--- src/rtl/ctm_pkg.sv ---
/*
  shared constants and types of the composite timer: register map, field
  layout, function codes, noise filter modes, the per-timer run state and the per-channel pin group record.
  assumes a byte-wide register port with one-cycle read latency.
*/
package ctm_pkg;

  localparam int ADDR_W = 5;
  localparam int DATA_W = 8;

  // register indices (byte addresses on the plain port), channel 1 at +16
  localparam logic [ADDR_W-1:0] CH_STRIDE = 5'h10;
  localparam logic [3:0] OFS_CR0_LO = 4'h0;
  localparam logic [3:0] OFS_CR0_HI = 4'h1;
  localparam logic [3:0] OFS_CR1_LO = 4'h2;
  localparam logic [3:0] OFS_CR1_HI = 4'h3;
  localparam logic [3:0] OFS_DR_LO = 4'h4;
  localparam logic [3:0] OFS_DR_HI = 4'h5;
  localparam logic [3:0] OFS_MODE = 4'h6;
  localparam logic [3:0] OFS_IRQ_STAT = 4'h7;
  localparam logic [3:0] OFS_IRQ_MASK = 4'h8;

  // control register 0: [6:4] clock select, [3:0] function
  localparam int CR0_CLK_LSB = 4;
  localparam int CR0_FN_LSB = 0;
  // control register 1 bits
  localparam int CR1_STA = 7;
  localparam int CR1_IE = 5;
  localparam int CR1_SO = 1;
  localparam int CR1_OE = 0;
  // mode register: [7] cascade, [3:2] noise filter select, [1:0] output levels
  localparam int MODE_CASC = 7;
  localparam int MODE_NF_LSB = 2;
  localparam int MODE_OUT_HI = 1;
  localparam int MODE_OUT_LO = 0;

  localparam logic [7:0] CR_RESET = 8'h00;
  localparam logic [3:0] NF_TAPS = 4'h3;   // samples a level must hold

  // function codes
  localparam logic [3:0] FN_ONESHOT = 4'h0;
  localparam logic [3:0] FN_CONT = 4'h1;
  localparam logic [3:0] FN_FREERUN = 4'h2;
  localparam logic [3:0] FN_PWM_FIX = 4'h3;
  localparam logic [3:0] FN_PWM_VAR = 4'h4;
  localparam logic [3:0] FN_PWC = 4'h5;
  localparam logic [3:0] FN_CAP_CLR = 4'h6;
  localparam logic [3:0] FN_CAP_FREE = 4'h7;

  // noise filter modes
  localparam logic [1:0] NF_OFF = 2'h0;
  localparam logic [1:0] NF_HIGH = 2'h1;
  localparam logic [1:0] NF_LOW = 2'h2;
  localparam logic [1:0] NF_BOTH = 2'h3;

  // clock select: 0..5 prescaler taps, 6 time-base, 7 external input
  localparam logic [2:0] CLK_EXT = 3'h7;
  localparam int PRE_TAPS = 7;

  typedef enum logic [1:0] {ST_IDLE, ST_RUN, ST_STOP} run_e;

  // outward pin group of one channel
  typedef struct packed {
    logic lo_out;
    logic lo_oe;
    logic hi_out;
    logic hi_oe;
  } pins_s;

endpackage

--- src/rtl/ctm_noise_filter.sv ---
/*
  input noise filter for one channel's external input pin.
  assumes the pin is already synchronous to i_mclk.
*/
`timescale 1ns/1ps
module ctm_noise_filter
  import ctm_pkg::*;
(
  // clock and reset
  input wire logic i_mclk,
  input wire logic i_sys_rst,
  // control and data
  input wire logic [1:0] i_mode,
  input wire logic i_pin,
  output logic o_level
);

  typedef struct packed {
    logic [3:0] cnt;
    logic level;
  } nf_s;

  nf_s s_q;
  nf_s s_d;

  // a change is accepted at once unless its direction is filtered;
  // a filtered change is accepted only after it holds NF_TAPS samples
  always_comb begin
    logic filt;
    filt = 1'b0;
    s_d = s_q;
    if (i_pin == s_q.level) begin
      s_d.cnt = 4'h0;
    end else begin
      filt = (i_mode == NF_BOTH) || (i_pin && i_mode == NF_HIGH) ||
             (!i_pin && i_mode == NF_LOW);
      if (!filt || s_q.cnt == NF_TAPS - 4'h1) begin
        s_d.level = i_pin;
        s_d.cnt = 4'h0;
      end else begin
        s_d.cnt = s_q.cnt + 4'h1;
      end
    end
  end

  // state register
  always_ff @(posedge i_mclk) begin
    if (i_sys_rst) begin
      s_q <= '0;
    end else begin
      s_q <= s_d;
    end
  end

  assign o_level = s_q.level;

endmodule

--- src/rtl/ctm_timer.sv ---
/*
  two-channel 8/16-bit composite timer with byte register port, level
  interrupt and timer output pins.
  assumes pins synchronous to i_mclk and a master that never waits.
*/
// Local design decisions: the placing of the registers and the plain strobed port.
// Notes on behaviour
// - each channel has two 8-bit counters, used alone or cascaded into 16 bits.
// - the comparator checks the counter against a latched copy of the data register.
// - data register writes set the top count; reads return captures in measure modes.
// - the input filter can reject high pulses, low pulses or both.
// - the count clock is one of several prescaler taps, time-base included.
// - a timer output reaches its pin only while that pin's output is enabled.
// - the first pin carries the lower or cascaded output and drives in timer and measure modes; the code drops its enable in the capture modes.
// - the first pin's level is undefined when enabled in capture mode.
// - the second pin carries the upper output and drives in interval or fixed PWM modes; the code drives it in 8-bit mode only, plus width measure on channel 1.
// - in 16-bit mode the second pin is undefined in variable PWM or capture.
// - one external input pin feeds both internal timer inputs of a channel.
// - the internal input clocks the counter in timer modes, is the signal in measure modes.
// - in 16-bit mode the upper internal input is unused except in variable PWM; the code ignores it there too, as the upper timer steps on the lower overflow.
// - both channels are identical replicas with their own pins and registers; in the code only channel 1 drives its upper pin in width measure.
// - one-shot counts from zero, and on match toggles output, interrupts and stops.
`timescale 1ns/1ps
module ctm_timer
  import ctm_pkg::*;
#(
  parameter int CHANNELS = 2
) (
  // clock and reset
  input wire logic i_mclk,
  input wire logic i_sys_rst,
  // register port
  input wire logic [ADDR_W-1:0] i_addr,
  input wire logic [DATA_W-1:0] i_wdata,
  input wire logic i_wr,
  input wire logic i_rd,
  output logic [DATA_W-1:0] o_rdata,
  // prescaler taps and time-base output, one-cycle pulses
  input wire logic [PRE_TAPS-1:0] i_presc_tick,
  // external input pins
  input wire logic [CHANNELS-1:0] i_ext_input_pin,
  // timer output pins
  output logic [CHANNELS-1:0] o_lower_out_pin,
  output logic [CHANNELS-1:0] o_lower_out_oe,
  output logic [CHANNELS-1:0] o_upper_out_pin,
  output logic [CHANNELS-1:0] o_upper_out_oe,
  // interrupt
  output logic o_irq
);

  // the map has room for two channel blocks only
  if (CHANNELS < 1 || CHANNELS > 2) begin : g_chk
    $error("CHANNELS must be 1 or 2");
  end

  // per-timer state
  typedef struct packed {
    logic [7:0] cr0;
    logic [7:0] cr1;
    logic [7:0] dr;       // software-written top count
    logic [7:0] latch;    // comparator copy of dr
    logic [7:0] cnt;
    logic [7:0] cap;      // captured count
    logic out;
    logic in_q;
    run_e run;
  } tmr_s;

  typedef struct packed {
    tmr_s [1:0] t;
    logic [7:0] mode;
    logic [7:0] stat;
    logic [7:0] mask;
  } chan_s;

  typedef struct packed {
    chan_s [CHANNELS-1:0] c;
    logic [DATA_W-1:0] rdata;
  } state_s;

  state_s s_q;
  state_s s_d;
  logic [CHANNELS-1:0] filt_lvl;

  // function code helpers
  function automatic logic is_measure(input logic [3:0] fn);
    return fn == FN_PWC || fn == FN_CAP_CLR || fn == FN_CAP_FREE;
  endfunction

  // count clock selection: prescaler tap or external input edge
  function automatic logic pick_tick(input logic [2:0] sel, input logic [PRE_TAPS-1:0] pre,
                                     input logic ext_rise, input logic [3:0] fn);
    // measure modes never take the input as clock
    if (sel == CLK_EXT) begin
      return ext_rise && !is_measure(fn);
    end
    return pre[sel];
  endfunction

  // register block decode
  function automatic logic hit(input logic [ADDR_W-1:0] a, input int ch,
                               input logic [3:0] ofs);
    // channel blocks sit one stride apart
    return a == ADDR_W'(ch * CH_STRIDE) + ADDR_W'(ofs);
  endfunction

  // each channel filters its own pin
  for (genvar g = 0; g < CHANNELS; g++) begin : g_nf
    ctm_noise_filter u_nf (
      .i_mclk(i_mclk),
      .i_sys_rst(i_sys_rst),
      .i_mode(s_q.c[g].mode[MODE_NF_LSB +: 2]),
      .i_pin(i_ext_input_pin[g]),
      .o_level(filt_lvl[g])
    );
  end

  // next state for registers, counters, capture, outputs and interrupts
  always_comb begin
    logic casc;
    logic [3:0] fn;
    logic lvl;
    logic rise;
    logic fall;
    logic tick;
    logic lo_ovf;
    logic match;
    logic [7:0] ev;
    logic [15:0] c16;
    logic [15:0] top16;
    casc = 1'b0;
    fn = 4'h0;
    lvl = 1'b0;
    rise = 1'b0;
    fall = 1'b0;
    tick = 1'b0;
    lo_ovf = 1'b0;
    match = 1'b0;
    ev = 8'h00;
    c16 = 16'h0000;
    top16 = 16'h0000;
    // every field holds unless a rule below moves it
    s_d = s_q;
    // read data stands one cycle, zero otherwise
    s_d.rdata = '0;
    for (int ch = 0; ch < CHANNELS; ch++) begin
      casc = s_q.c[ch].mode[MODE_CASC];
      lvl = filt_lvl[ch];
      ev = 8'h00;
      lo_ovf = 1'b0;
      // timer 0 runs first, so its carry is known to timer 1
      // both internal inputs see the same filtered pin
      for (int k = 0; k < 2; k++) begin
        s_d.c[ch].t[k].in_q = lvl;
        rise = lvl && !s_q.c[ch].t[k].in_q;
        fall = !lvl && s_q.c[ch].t[k].in_q;
        // in cascade the lower timer's function governs the pair
        fn = (casc && k == 1) ? s_q.c[ch].t[0].cr0[CR0_FN_LSB +: 4]
                              : s_q.c[ch].t[k].cr0[CR0_FN_LSB +: 4];
        if (casc && k == 1 && fn != FN_PWM_VAR) begin
          rise = 1'b0;  // upper input unused in 16-bit mode
          fall = 1'b0;
        end
        tick = pick_tick(s_q.c[ch].t[k].cr0[CR0_CLK_LSB +: 3], i_presc_tick, rise, fn);
        if (casc && k == 1) begin
          tick = lo_ovf;  // upper steps on lower overflow
        end
        // stopped: clear count, preload output and compare copy
        if (!s_q.c[ch].t[k].cr1[CR1_STA]) begin
          s_d.c[ch].t[k].run = ST_IDLE;
          s_d.c[ch].t[k].cnt = 8'h00;
          s_d.c[ch].t[k].out = s_q.c[ch].t[k].cr1[CR1_SO];
          s_d.c[ch].t[k].latch = s_q.c[ch].t[k].dr;
        end else begin
          if (s_q.c[ch].t[k].run == ST_IDLE) begin
            s_d.c[ch].t[k].run = ST_RUN;  // starts from zero
          end
          // cascade compares the pair as one 16-bit value
          if (casc) begin
            c16 = {s_q.c[ch].t[1].cnt, s_q.c[ch].t[0].cnt};
            top16 = {s_q.c[ch].t[1].latch, s_q.c[ch].t[0].latch};
            match = c16 == top16;
          end else begin
            match = s_q.c[ch].t[k].cnt == s_q.c[ch].t[k].latch;
          end
          if (tick && s_q.c[ch].t[k].run == ST_RUN) begin
            case (fn)
              FN_ONESHOT, FN_CONT: begin
                if (match && (!casc || k == 0)) begin
                  s_d.c[ch].t[k].out = !s_q.c[ch].t[k].out;
                  ev[k] = 1'b1;
                  // a top written meanwhile applies from here on
                  s_d.c[ch].t[k].latch = s_q.c[ch].t[k].dr;
                  if (casc) begin
                    s_d.c[ch].t[1].cnt = 8'h00;
                    s_d.c[ch].t[1].latch = s_q.c[ch].t[1].dr;
                  end
                  s_d.c[ch].t[k].cnt = 8'h00;
                  if (fn == FN_ONESHOT) begin
                    s_d.c[ch].t[k].run = ST_STOP;
                    if (casc) begin
                      s_d.c[ch].t[1].run = ST_STOP;
                    end
                  end
                end else begin
                  s_d.c[ch].t[k].cnt = s_q.c[ch].t[k].cnt + 8'h01;
                  // carry out of the low byte
                  lo_ovf = k == 0 && s_q.c[ch].t[0].cnt == 8'hff;
                end
              end
              FN_FREERUN, FN_PWM_FIX, FN_PWM_VAR: begin
                if (match && (!casc || k == 0)) begin
                  s_d.c[ch].t[k].out = fn == FN_FREERUN ? !s_q.c[ch].t[k].out : 1'b0;
                  ev[k] = 1'b1;
                end
                if (fn != FN_FREERUN && s_q.c[ch].t[k].cnt == 8'hff && (!casc || k == 1)) begin
                  s_d.c[ch].t[k].out = 1'b1;  // new fixed cycle starts high
                  s_d.c[ch].t[k].latch = s_q.c[ch].t[k].dr;
                end
                s_d.c[ch].t[k].cnt = s_q.c[ch].t[k].cnt + 8'h01;
                lo_ovf = k == 0 && s_q.c[ch].t[0].cnt == 8'hff;
              end
              default: begin
                // measure modes count the prescaler, never the input edge
                s_d.c[ch].t[k].cnt = s_q.c[ch].t[k].cnt + 8'h01;
                lo_ovf = k == 0 && s_q.c[ch].t[0].cnt == 8'hff;
              end
            endcase
          end

          // measured-signal edges capture the count
          // width measure: rise restarts, fall captures
          if (is_measure(fn) && (!casc || k == 0)) begin
            if (fn == FN_PWC && rise) begin
              s_d.c[ch].t[k].cnt = 8'h00;
              if (casc) begin
                s_d.c[ch].t[1].cnt = 8'h00;
              end
              s_d.c[ch].t[k].out = 1'b1;
            end else if ((fn == FN_PWC && fall) || (fn != FN_PWC && rise)) begin
              s_d.c[ch].t[k].cap = s_q.c[ch].t[k].cnt;
              s_d.c[ch].t[1].cap = casc ? s_q.c[ch].t[1].cnt : s_d.c[ch].t[1].cap;
              ev[k] = 1'b1;
              s_d.c[ch].t[k].out = 1'b0;
              if (fn == FN_CAP_CLR) begin
                s_d.c[ch].t[k].cnt = 8'h00;
                if (casc) begin
                  s_d.c[ch].t[1].cnt = 8'h00;
                end
              end
            end
          end
        end
      end

      // sticky status; a new event wins over a write-one clear
      // the clear works on the old value, the event is or-ed after
      if (i_wr && hit(i_addr, ch, OFS_IRQ_STAT)) begin
        s_d.c[ch].stat = s_q.c[ch].stat & ~i_wdata;
      end
      s_d.c[ch].stat = s_d.c[ch].stat | ev;

      // register writes
      if (i_wr) begin
        if (hit(i_addr, ch, OFS_CR0_LO)) s_d.c[ch].t[0].cr0 = i_wdata;
        if (hit(i_addr, ch, OFS_CR0_HI)) s_d.c[ch].t[1].cr0 = i_wdata;
        if (hit(i_addr, ch, OFS_CR1_LO)) s_d.c[ch].t[0].cr1 = i_wdata;
        if (hit(i_addr, ch, OFS_CR1_HI)) s_d.c[ch].t[1].cr1 = i_wdata;
        if (hit(i_addr, ch, OFS_DR_LO)) s_d.c[ch].t[0].dr = i_wdata;
        if (hit(i_addr, ch, OFS_DR_HI)) s_d.c[ch].t[1].dr = i_wdata;
        if (hit(i_addr, ch, OFS_MODE)) s_d.c[ch].mode = i_wdata;
        if (hit(i_addr, ch, OFS_IRQ_MASK)) s_d.c[ch].mask = i_wdata;
      end

      // reads; data register returns capture in measure modes
      // in cascade both bytes follow the lower timer's function
      if (i_rd) begin
        for (int k = 0; k < 2; k++) begin
          fn = s_q.c[ch].t[casc ? 0 : k].cr0[CR0_FN_LSB +: 4];
          if (hit(i_addr, ch, k == 0 ? OFS_DR_LO : OFS_DR_HI)) begin
            s_d.rdata = is_measure(fn) ? s_q.c[ch].t[k].cap : s_q.c[ch].t[k].dr;
          end
        end
        if (hit(i_addr, ch, OFS_CR0_LO)) s_d.rdata = s_q.c[ch].t[0].cr0;
        if (hit(i_addr, ch, OFS_CR0_HI)) s_d.rdata = s_q.c[ch].t[1].cr0;
        if (hit(i_addr, ch, OFS_CR1_LO)) s_d.rdata = s_q.c[ch].t[0].cr1;
        if (hit(i_addr, ch, OFS_CR1_HI)) s_d.rdata = s_q.c[ch].t[1].cr1;
        if (hit(i_addr, ch, OFS_MODE)) begin
          s_d.rdata = {s_q.c[ch].mode[7:2], s_q.c[ch].t[1].out, s_q.c[ch].t[0].out};
        end
        if (hit(i_addr, ch, OFS_IRQ_STAT)) s_d.rdata = s_q.c[ch].stat;
        if (hit(i_addr, ch, OFS_IRQ_MASK)) s_d.rdata = s_q.c[ch].mask;
      end
    end
  end

  // state register
  // reset leaves pins undriven and the interrupt low
  always_ff @(posedge i_mclk) begin
    if (i_sys_rst) begin
      s_q <= '0;
    end else begin
      s_q <= s_d;
    end
  end

  // output controller: drive only while enabled and in a driving function
  always_comb begin
    logic casc;
    logic [3:0] fn0;
    logic [3:0] fn1;
    casc = 1'b0;
    fn0 = 4'h0;
    fn1 = 4'h0;
    o_irq = 1'b0;
    o_lower_out_pin = '0;
    o_lower_out_oe = '0;
    o_upper_out_pin = '0;
    o_upper_out_oe = '0;
    for (int ch = 0; ch < CHANNELS; ch++) begin
      casc = s_q.c[ch].mode[MODE_CASC];
      fn0 = s_q.c[ch].t[0].cr0[CR0_FN_LSB +: 4];
      fn1 = s_q.c[ch].t[1].cr0[CR0_FN_LSB +: 4];
      // an undefined level is avoided by dropping the enable
      // lower pin carries timer 0 or the pair; capture leaves it undriven
      o_lower_out_pin[ch] = s_q.c[ch].t[0].out;
      o_lower_out_oe[ch] = s_q.c[ch].t[0].cr1[CR1_OE] &&
                           (fn0 == FN_ONESHOT || fn0 == FN_CONT || fn0 == FN_FREERUN ||
                            fn0 == FN_PWM_FIX || fn0 == FN_PWM_VAR || fn0 == FN_PWC);
      // upper pin in 8-bit interval or fixed PWM modes, and in 8-bit width measure on channel 1 only
      o_upper_out_pin[ch] = s_q.c[ch].t[1].out;
      o_upper_out_oe[ch] = s_q.c[ch].t[1].cr1[CR1_OE] && !casc &&
                           (fn1 == FN_ONESHOT || fn1 == FN_CONT || fn1 == FN_FREERUN ||
                            fn1 == FN_PWM_FIX || (ch == 1 && fn1 == FN_PWC));
      // level interrupt: any unmasked sticky bit
      o_irq = o_irq || |(s_q.c[ch].stat & s_q.c[ch].mask);
    end
  end

  assign o_rdata = s_q.rdata;

endmodule

--- config.mk ---
export PLATFORM = sky130hd
export DESIGN_NAME = ctm_timer
export DESIGN_NICKNAME = d
export VERILOG_FILES = /design/src/rtl/ctm_pkg.sv /design/src/rtl/ctm_noise_filter.sv /design/src/rtl/ctm_timer.sv
export SDC_FILE = /design/constraint.sdc
export NUM_CORES = 1
export LEC_CHECK = 0
export ABC_AREA = 1
export BUFFER_PORTS_ARGS = -buffer_cell sky130_fd_sc_hd__buf_2
export CAP_MARGIN = 5
export CORE_MARGIN = 3
export CORE_UTILIZATION = 63
export CTS_CLUSTER_DIAMETER = 40
export DETAILED_ROUTE_END_ITERATION = 10
export PLACE_DENSITY = 0.84
export SETUP_SLACK_MARGIN = 0.3
export SKIP_LAST_GASP = 1
export SLEW_MARGIN = 30
export SYNTH_ARGS = -nofsm -noshare
export SYNTH_HDL_FRONTEND = slang
export SYNTH_HIERARCHICAL = 1
export SYNTH_SLANG_ARGS = --single-unit
--- constraint.sdc ---
create_clock -name i_mclk -period 2.96 [get_ports i_mclk]
set_input_delay 0.296 -clock i_mclk [delete_from_list [all_inputs] [get_ports i_mclk]]
set_output_delay 0.296 -clock i_mclk [all_outputs]
set_load 0.02 [all_outputs]
Word-level counts from Yosys, hierarchy flattened --
Index checks and enable logic that the tools add are counted.
Operators by class: equal/unequal tests 104, $add $sub $neg 6, bitwise gates (word level) 15, muxes and demuxes 248, reduce and logical (&&, ||, !) cells 159, order comparisons 6
Operators with widths (number):
- $mux 8 | 66
- $mux 16 | 24
- $mux 48 | 6
- $mux 17 | 8
- $mux 1 | 96
- $eq 4x3->1 const B | 23
- $mux 2 | 32
- $pmux 8 s2 | 4
- $eq 4x2->1 const B | 14
- $logic_and 1x1->1 | 48
- $mux 24 | 2
- $eq 5x5->1 const B | 9
- $logic_or 1x1->1 | 40
- $reduce_and 2->1 | 18
- $add 8x1->8 const B | 4
- $and 8x8->8 | 4
- $eq 16x16->1 | 2
- $eq 8x8->1 | 4
- $eq 8x8->1 const B | 4
- $eq 4x1->1 const B | 6
- $logic_not 4->1 | 6
- $ne 4x3->1 const B | 6
- $eq 5x3->1 const B | 4
- $reduce_or 5->1 | 4
- other kinds (27) | 104
Storage, ports and cells: logic and storage cells 583, register bits after elaboration 272, bits of input ports 26, output and inout port bits 17

Longest topological paths before layout --
Gate-level depths: netlist of the first run.
depth after elaboration 27, mapped depth 23

By module --
The synthesis of the first run kept the hierarchy.
By module, submodules not included:
- ctm_timer | sequential area each 5165.0 um^2, instances 1, cells an instance 2074, area each 13606.8 um^2
- ctm_noise_filter | sequential area each 100.1 um^2, instances 2, cells an instance 39, area each 266.5 um^2

Least setup slack after synthesis of the first run --
Ideal clock, no wire load.
path type reg-to-reg, from reg s_q[44] in the netlist's numbering, to reg s_q, in the netlist o_upper_out_pin[0], arrival 1.948 ns, clock period less this slack 2.080 ns, buffers on the path 1, required time 2.828 ns, stages on the path, launching flop included 16, slack 0.880 ns, cells stage by stage dfxtp_1 ha_1 inv_1 nor3_1 inv_1 nor2_1 nand2_1 nor3_1 nand3_1 o21ai_1 nand2_2 buf_4 o21ai_1 nand3_1 nand3_1 a21oi_1
On the way: longest elaborated chain between the ends 14, elaborated cells on any way between the ends 23
RTL lines:
- start: declaration | RTL line ctm_timer.sv:81 | state_s s_q;
- start signal: assignment | RTL line ctm_timer.sv:301 | s_q <= '0;
- start signal: assignment | RTL line ctm_timer.sv:303 | s_q <= s_d;
- $eq 16x16->1 / $eq 8x8->1 (equally long branches) | RTL line ctm_timer.sv:182, ctm_timer.sv:184
- $mux 1 | RTL line ctm_timer.sv:179 | if (casc) begin
- $mux 1 | RTL line ctm_timer.sv:169 | if (!s_q.c[ch].t[k].cr1[CR1_STA]) begin
- $mux 1 | RTL line ctm_timer.sv:189 | if (match && (!casc || k == 0)) begin
- $mux 1
- $mux 1 | RTL line ctm_timer.sv:186 | if (tick && s_q.c[ch].t[k].run == ST_RUN) begin
- $mux 1 | RTL line ctm_timer.sv:169
- $mux 1 | RTL line ctm_timer.sv:165 | if (casc && k == 1) begin
- $logic_and 1x1->1 | RTL line ctm_timer.sv:186
- $mux 1 * | RTL line ctm_timer.sv:186
- $mux 17 | RTL line ctm_timer.sv:240 | end else if ((fn == FN_PWC && fall) || (fn != FN_PWC && rise)) begin
- $mux 1 | RTL line ctm_timer.sv:234 | if (fn == FN_PWC && rise) begin
- $mux 17 * | RTL line ctm_timer.sv:233 | if (is_measure(fn) && (!casc || k == 0)) begin
- $mux 1 * | RTL line ctm_timer.sv:169
Mark *: on every way between the ends. The rest lies on a longest branch, timed or not. The select of a mux whose other input is x is not followed. A chain may end at the register's enable or synchronous reset.

Worst setup path in the final report of the first run --
from reg s_q[224] in the netlist's numbering, to reg s_q[213] in the netlist's numbering
On the way: longest elaborated chain between the ends 12, elaborated cells on any way between the ends 22
RTL lines:
- $eq 16x16->1 | RTL line ctm_timer.sv:182 | match = c16 == top16;
- $mux 1 | RTL line ctm_timer.sv:179
- $mux 1 | RTL line ctm_timer.sv:169
- $mux 2 | RTL line ctm_timer.sv:189
- $mux 2 | RTL line ctm_timer.sv:187 | case (fn)
- $mux 2 | RTL line ctm_timer.sv:186
- $mux 2 | RTL line ctm_timer.sv:169
- $mux 2 | RTL line ctm_timer.sv:175 | if (s_q.c[ch].t[k].run == ST_IDLE) begin
- $mux 2 | RTL line ctm_timer.sv:199 | if (fn == FN_ONESHOT) begin
- $mux 2 | RTL line ctm_timer.sv:189
- $mux 2 | RTL line ctm_timer.sv:187
- $mux 2 * | RTL line ctm_timer.sv:186
Marked as above.

==> out/qor.yml, run 1 <==
cp-end-kind: "flip-flop"
drt-initial-drc-count: 2098
synth_fa_ha_area_share_pct: 0.7079
period_minus_slack_ns: 2.542
syn_inst: 2152
clkSinkCount: 268
grt_max_degree: 93
min_period_over_period_pct: 85.89
worst_skew_pair.late_latency_ns: 0.53
worstSetupPathType: "flip-flop to flip-flop"
slew_headroom_pct: 43.70
grt_pass1_vias: 13510
via_per_inst: 6.029
place_congestion: 0.9871
io_buffers: 42
slew_violations: 0
hold_violations: 0
antenna_found_initial: 0
tns_ns: 0
wl_per_cell_um: 17.88
tightest_slew_ns: 0.8445
max-cap-violations: 0
crit_fanout: 6
finalPower_mw: 8.955
drive_gt1_share_pct: 12.00
synth_xor_area_share_pct: 1.858
syn_nets: 2186
clock_skew_ns: 0.02157
clkTransAtPathRegs_ns: 0.06
min_path_type: "input port to flip-flop"
utilization_pct: 73.55
dieHeight_um: 155.8
synth.ff_latch_count: 268
routed_wl_um: 44650
final_cell_mix: "389 x nand2_1, 272 x a21oi_1, 262 x inv_1"
grt-ovfl-total: 0
synth-warning-count: 6
core_um2: 21960
io_pins: 43
dpl.hpwl_um: 30680
async_flop_share_pct: 0
worst_setup_path_start_kind: "flip-flop"
outcome: "completed"
holdWs_ns: 0.08598
ys_seq_area_share_pct: 37.94
grt_usage_pct: 35.41
core.rowCount: 54
power.density_nw_per_um2: 554.5
vias: 15050
synth-compound-area-share_pct: 23.17
setup_viol: 0
area_growth_pct: 14.22
cts_tree: "done"
synth.avg_cell_area_um2: 6.571
rsz0062_at_grt: "no"
die_w_um: 155.8
cp.required_ns: 3.42
numCtsBuffers: 39
synth_flop_cell: "dfxtp_1"
initial_core_util_pct: 64.39
synth-edff-count: 0
root_buffer: "clkbuf_16"
ir_worst_vdd_uv: 674.8
power_leakage_nw: 6.637
crit_arrival_ns: 3.00
cts_buffer_depth: 3
nets: 2221
dieArea_um2: 24280
antennaDiodeCount: 0
synth_top_family_by_area: "simple AND/OR/NAND/NOR gates"
ys_types: 48
drc: 0
ant_nets: 0
htreeDepth: 2
netlist_area_um2: 14140
mostFrequentLayoutCell: "nand2_1"
synth-simple-area-share_pct: 25.09
grt_pass1_wl_um: 70010
synthMuxAreaShare_pct: 0.2124
max_freq_ghz: 0.3933
drt_pass1_iterations: 6
## final cells by class
cell class | instances | area, um2
Fill cell | 1735 | 5808
Timing Repair Buffer | 95 | 620.6
Sequential cell | 268 | 5381
Clock inverter | 27 | 326.6
Inverter | 293 | 1116
Tap cell | 280 | 350.3
Multi-Input combinational cell | 1490 | 7331
Clock buffer | 44 | 1025
## worst max-delay path, stage by stage, from the launching register on
cell	delay [ns]
dfxtp_1	0.39
inv_2	0.12
nor2_1	0.05
a211oi_1	0.23
nand4_1	0.24
nand2_1	0.12
nand2_1	0.10
nor2_2	0.15
inv_1	0.10
nor2_4	0.15
buf_4	0.17
inv_1	0.08
nor2_2	0.17
nand3_1	0.13
nand2_1	0.08
o21ai_0	0.09
a21boi_1	0.12
## through the flow
step | std cells | instance area (um2) | setup WS, ns
2_1_floorplan | 2152 | 14140 | 0.8797
4_1_cts | 2484 | 15940 | 0.3030
6_report | 2497 | 16150 | 0.4176
3_3_place_gp | 2413 | 14560 | 0.1356
5_1_grt | 2497 | 16150 | 0.2738
3_5_place_dp | 2413 | 14560 | 0.09921
## per-layer routing
layer,GRT usage (%),part of all wire [%],up-vias
met5,0,0,-
met4,12.03,3.2,0
met3,7.434,13,135
met2,52.56,43,948
met1,51.34,41,6816
li1,-,-,7155
## cells in the mapped netlist, drive strengths merged, types with 6 or more instances
cell type	n	area (um2)
clkbuf	63	236.5
a21oi	272	1361
o2111ai	7	61.31
o31a	7	61.31
nand3	113	565.5
nor3	35	180.2
inv	287	1080
nand2	406	1549
clkinv	6	22.52
o21ai	274	1394
nor2	239	972.2
xor2	13	113.9
buf	38	219.0
a221oi	7	61.31
o211ai	7	62.56
ha	8	100.1
a31oi	16	100.1
a211oi	10	80.07
dfxtp	268	5365
xnor2	17	148.9
or2	9	56.31
nand4	23	143.9
## registers in the layout, summed over array words and instances (netlist names)
register           cells
o_upper_out_pin        2
o_rdata                8
g_nf.u_nf/s_q          8
o_lower_out_pin        2
s_q                  246
g_nf.u_nf/o_level      2
## kinds of logic after synthesis
kind of cell / Yosys count
flip-flops: 268
buffers and inverters: 394
AO/OA/AOI/OAI: 613
multiplexers: 3
adder cells (fa/ha/maj): 8
XOR/XNOR: 30
AND/OR/NAND/NOR: 836
## final timing paths
| path | start | to | slack (ns) | depth (start not counted) |
|---|---|---|---|---|
| max | s_q[224] | s_q[213] | 0.42 | 16 |
| min | i_ext_input_pin[1] | g_nf[1].u_nf/o_level | 0.09 | 3 |
| max reg2reg | s_q[224] | s_q[213] | 0.42 | 16 |
| min reg2reg | s_q[202] | s_q[202] | 0.45 | 2 |
## timing repair
item,4_1_cts,5_1_grt
buffers inserted,0,13
hold buffers,0,0
pin swaps,0,8
gates resized for setup,7,40
endpoints found under the setup margin,30,68
gates cloned,0,0
## where the power goes
part           total (mW)  internal, mW  switching [mW]
registers            3.67          3.64          0.0278
logic               0.490         0.129           0.361
clock network        4.80          2.98            1.81
total                8.95          6.75            2.20
(Power assumes the default switching activity.)
==> run 2: changes to the inputs <==
--- a/config.mk
+++ b/config.mk
@@ -11,6 +11,6 @@
 export CORE_MARGIN = 3
-export CORE_UTILIZATION = 63
+export CORE_UTILIZATION = 65
 export CTS_CLUSTER_DIAMETER = 40
 export DETAILED_ROUTE_END_ITERATION = 10
-export PLACE_DENSITY = 0.84
+export PLACE_DENSITY = 0.86
 export SETUP_SLACK_MARGIN = 0.3
==> constraint.sdc (replaced) <==
create_clock -name i_mclk -period 3.18 [get_ports i_mclk]
set_input_delay 0.318 -clock i_mclk [delete_from_list [all_inputs] [get_ports i_mclk]]
set_output_delay 0.318 -clock i_mclk [all_outputs]
set_load 0.01 [all_outputs]
==> run 2 against run 1 <==
Effect of this change: via count shrank 0.59%; global-route usage grew 1.2 points; clock skew shrank 0.011 ns; clock-buffer cell count is the same; power shrank 9.4%; final area shrank 2.1%; first-iteration DRC count grew 3.3%; cell count shrank 1.1%; worst setup slack gained 0.0072 ns; worst hold slack gained 0.027 ns; critical path type unchanged; critical endpoint is now s_q[109]; highest routed layer unchanged.
==> out/qor.yml, run 2 (synthesized netlist as in run 1, its figures left out) <==
swShare_pct: 26.02  # +1.4 points
via_per_inst: 6.061  # +0.54%
place_ws_ns: 0.2957  # +0.1964 ns
place_area_um2: 14480  # -0.53%
ant_nets: 0  # unchanged
grt_pass1_vias: 13450  # -0.41%
cp.required_ns: 3.59  # +0.17 ns
cts_buffer_depth: 3  # unchanged
rr_worst_depth: 13  # -3
drt-initial-drc-count: 2167  # +3.3%
worst_skew_pair.late_latency_ns: 0.53  # about the same
clkTransAtPathRegs_ns: 0.06  # about the same
numCtsBuffers: 40  # +2.6%
cp-end-kind: "flip-flop"
nets: 2198  # -1.0%
power_frac_seq_pct: 42.1  # +1.1 points
area_growth_pct: 11.78
setup_viol: 0  # unchanged
io_buffers: 42  # unchanged
io_pins: 43  # unchanged
core.rowCount: 53  # -1.9%
clock_skew_ns: 0.01094  # -0.01062 ns
power_leakage_nw: 6.461  # -2.6%
ir_worst_vdd_uv: 425.9  # -37%
top_register: "s_q"
min_path_type: "input port to flip-flop"
p_int_mw: 6.000  # -11%
p_clk_share_pct: 52.5  # -1.1 points
worstSetupPathType: "flip-flop to flip-flop"
min_period_over_period_pct: 86.64  # +0.75 points
grt_usage_pct: 36.65  # +1.2 points
wl_per_cell_um: 17.97  # +0.49%
rsz0062_at_grt: "yes"
crit_fanout: 11  # +5
place_congestion: 1.008  # +2.1%
max-cap-violations: 0  # unchanged
fin_area_um2: 15810  # -2.1%
routed_wl_um: 44370  # -0.64%
multi_input_area_um2: 7232  # -1.3%
dieArea_um2: 23560  # -3.0%
vias: 14970  # -0.59%
dieHeight_um: 153.5  # -1.5%
final.setup.worst_slack_ns: 0.4249  # +0.007226 ns
outcome: "completed"
final_cell_mix: "395 x nand2_1, 272 x a21oi_1, 265 x dfxtp_1"
utilization_pct: 74.48  # +0.93 points
crit_arrival_ns: 3.17  # +0.17 ns
core_um2: 21220  # -3.4%
antenna_found_initial: 0  # unchanged
period_minus_slack_ns: 2.755  # +0.2128 ns
worst_setup_path_start_kind: "flip-flop"
drc: 0  # unchanged
grt_pass1_wl_um: 71050  # +1.5%
tns_ns: 0  # unchanged
grt-ovfl-total: 0  # unchanged
power.density_nw_per_um2: 513.1  # -7.5%
clkSinkCount: 268  # unchanged
mostFrequentLayoutCell: "nand2_1"
holdPathStages: 3  # unchanged
die_w_um: 153.5  # -1.5%
root_buffer: "clkbuf_16"
htreeDepth: 2  # unchanged
hold_violations: 0  # unchanged
largest_register_ffs: 246  # unchanged
initial_core_util_pct: 66.63  # +2.2 points
nFillCells: 1725  # -0.58%
dpl.hpwl_um: 30970  # +0.95%
antennaDiodeCount: 0  # unchanged
cts_tree: "done"
p_comb_share_pct: 5.4  # about the same
register_area_um2: 5369  # -0.23%
drive_gt1_share_pct: 10.21  # -1.8 points
tightest_slew_ns: 0.7673  # -0.07712 ns
max_freq_ghz: 0.3630  # -7.7%
slew_headroom_pct: 48.66  # +5.0 points
switchingPower_mw: 2.110  # -4.2%
grt_max_degree: 66  # -29%
ctsHoldBuffers: 0  # unchanged
slew_violations: 0  # unchanged
drt_pass1_iterations: 6  # unchanged
[run 2: cell types whose count changed in the layout (fill, tap and decap cells not counted), moves of 3 or more]
cell	previous run	this run
inv_6	9	4
dfxtp_2	7	3
nand2_4	5	1
clkinv_4	3	6
clkinv_2	4	8
buf_4	52	27
inv_8	2	7
dfxtp_1	259	265
nor2_4	8	5
bufinv_16	5	0
o21ai_0	242	247
nand2_1	389	395
o21ai_2	9	6
[run 2: path summary, 6_finish.rpt]
path,from,to,slack [ns]
hold reg to reg,s_q[187],s_q[187],0.46
setup / recovery,s_q[98],s_q[109],0.42
setup reg to reg,s_q[98],s_q[109],0.42
hold / removal,i_ext_input_pin[0],g_nf[0].u_nf/o_level,0.11
[run 2: layout make-up]
type	instances	area share, %
Clock inverter	28	1.465
Tap cell	275	2.177
Timing Repair Buffer	71	2.866
Sequential cell	268	33.97
Inverter	293	7.014
Clock buffer	44	6.753
Multi-Input combinational cell	1490	45.76
[run 2: worst max-delay path, cell delays in order, from the launching register on]
cell	delay, ns
dfxtp_1	0.59
or2_1	0.18
a21oi_1	0.08
nand4_1	0.19
nand2_1	0.11
and2_2	0.23
nand2_2	0.12
nand3_1	0.11
o21ai_1	0.26
nand2_4	0.17
nor2_4	0.17
o211ai_2	0.20
o2111ai_1	0.15
nand2_1	0.08
[run 2: metrics by stage]
stage,std cells,hold slack [ns],power [mW]
finish,2469,0.1132,8.110
detailed placement,2397,0.4447,3.904
global placement,2397,0.4394,3.895
CTS,2469,0.09853,8.090
global route,2469,0.1318,8.291
floorplan,2152,0.4245,3.762
[run 2: per-layer routing]
layer  share of wire [%]  global-route usage, %
met1                  42                  53.59
met2                  42                  54.44
met3                  13                  8.866
met4                 2.6                  9.840
met5                   0                      0
[run 2: timing repair]
action	in CTS	in global routing
endpoints found under the setup margin	12	38
setup buffers	0	0
pin swaps	0	0
resized for setup	1	9
[run 2: power by group through the flow]
stage	Combinational, mW	Sequential [mW]	Clock (mW)
after floorplan	0.285	3.48	0
after global placement	0.408	3.49	0
after detailed placement	0.416	3.49	0
after CTS	0.422	3.42	4.25
after global routing	0.476	3.42	4.40
final	0.438	3.42	4.25
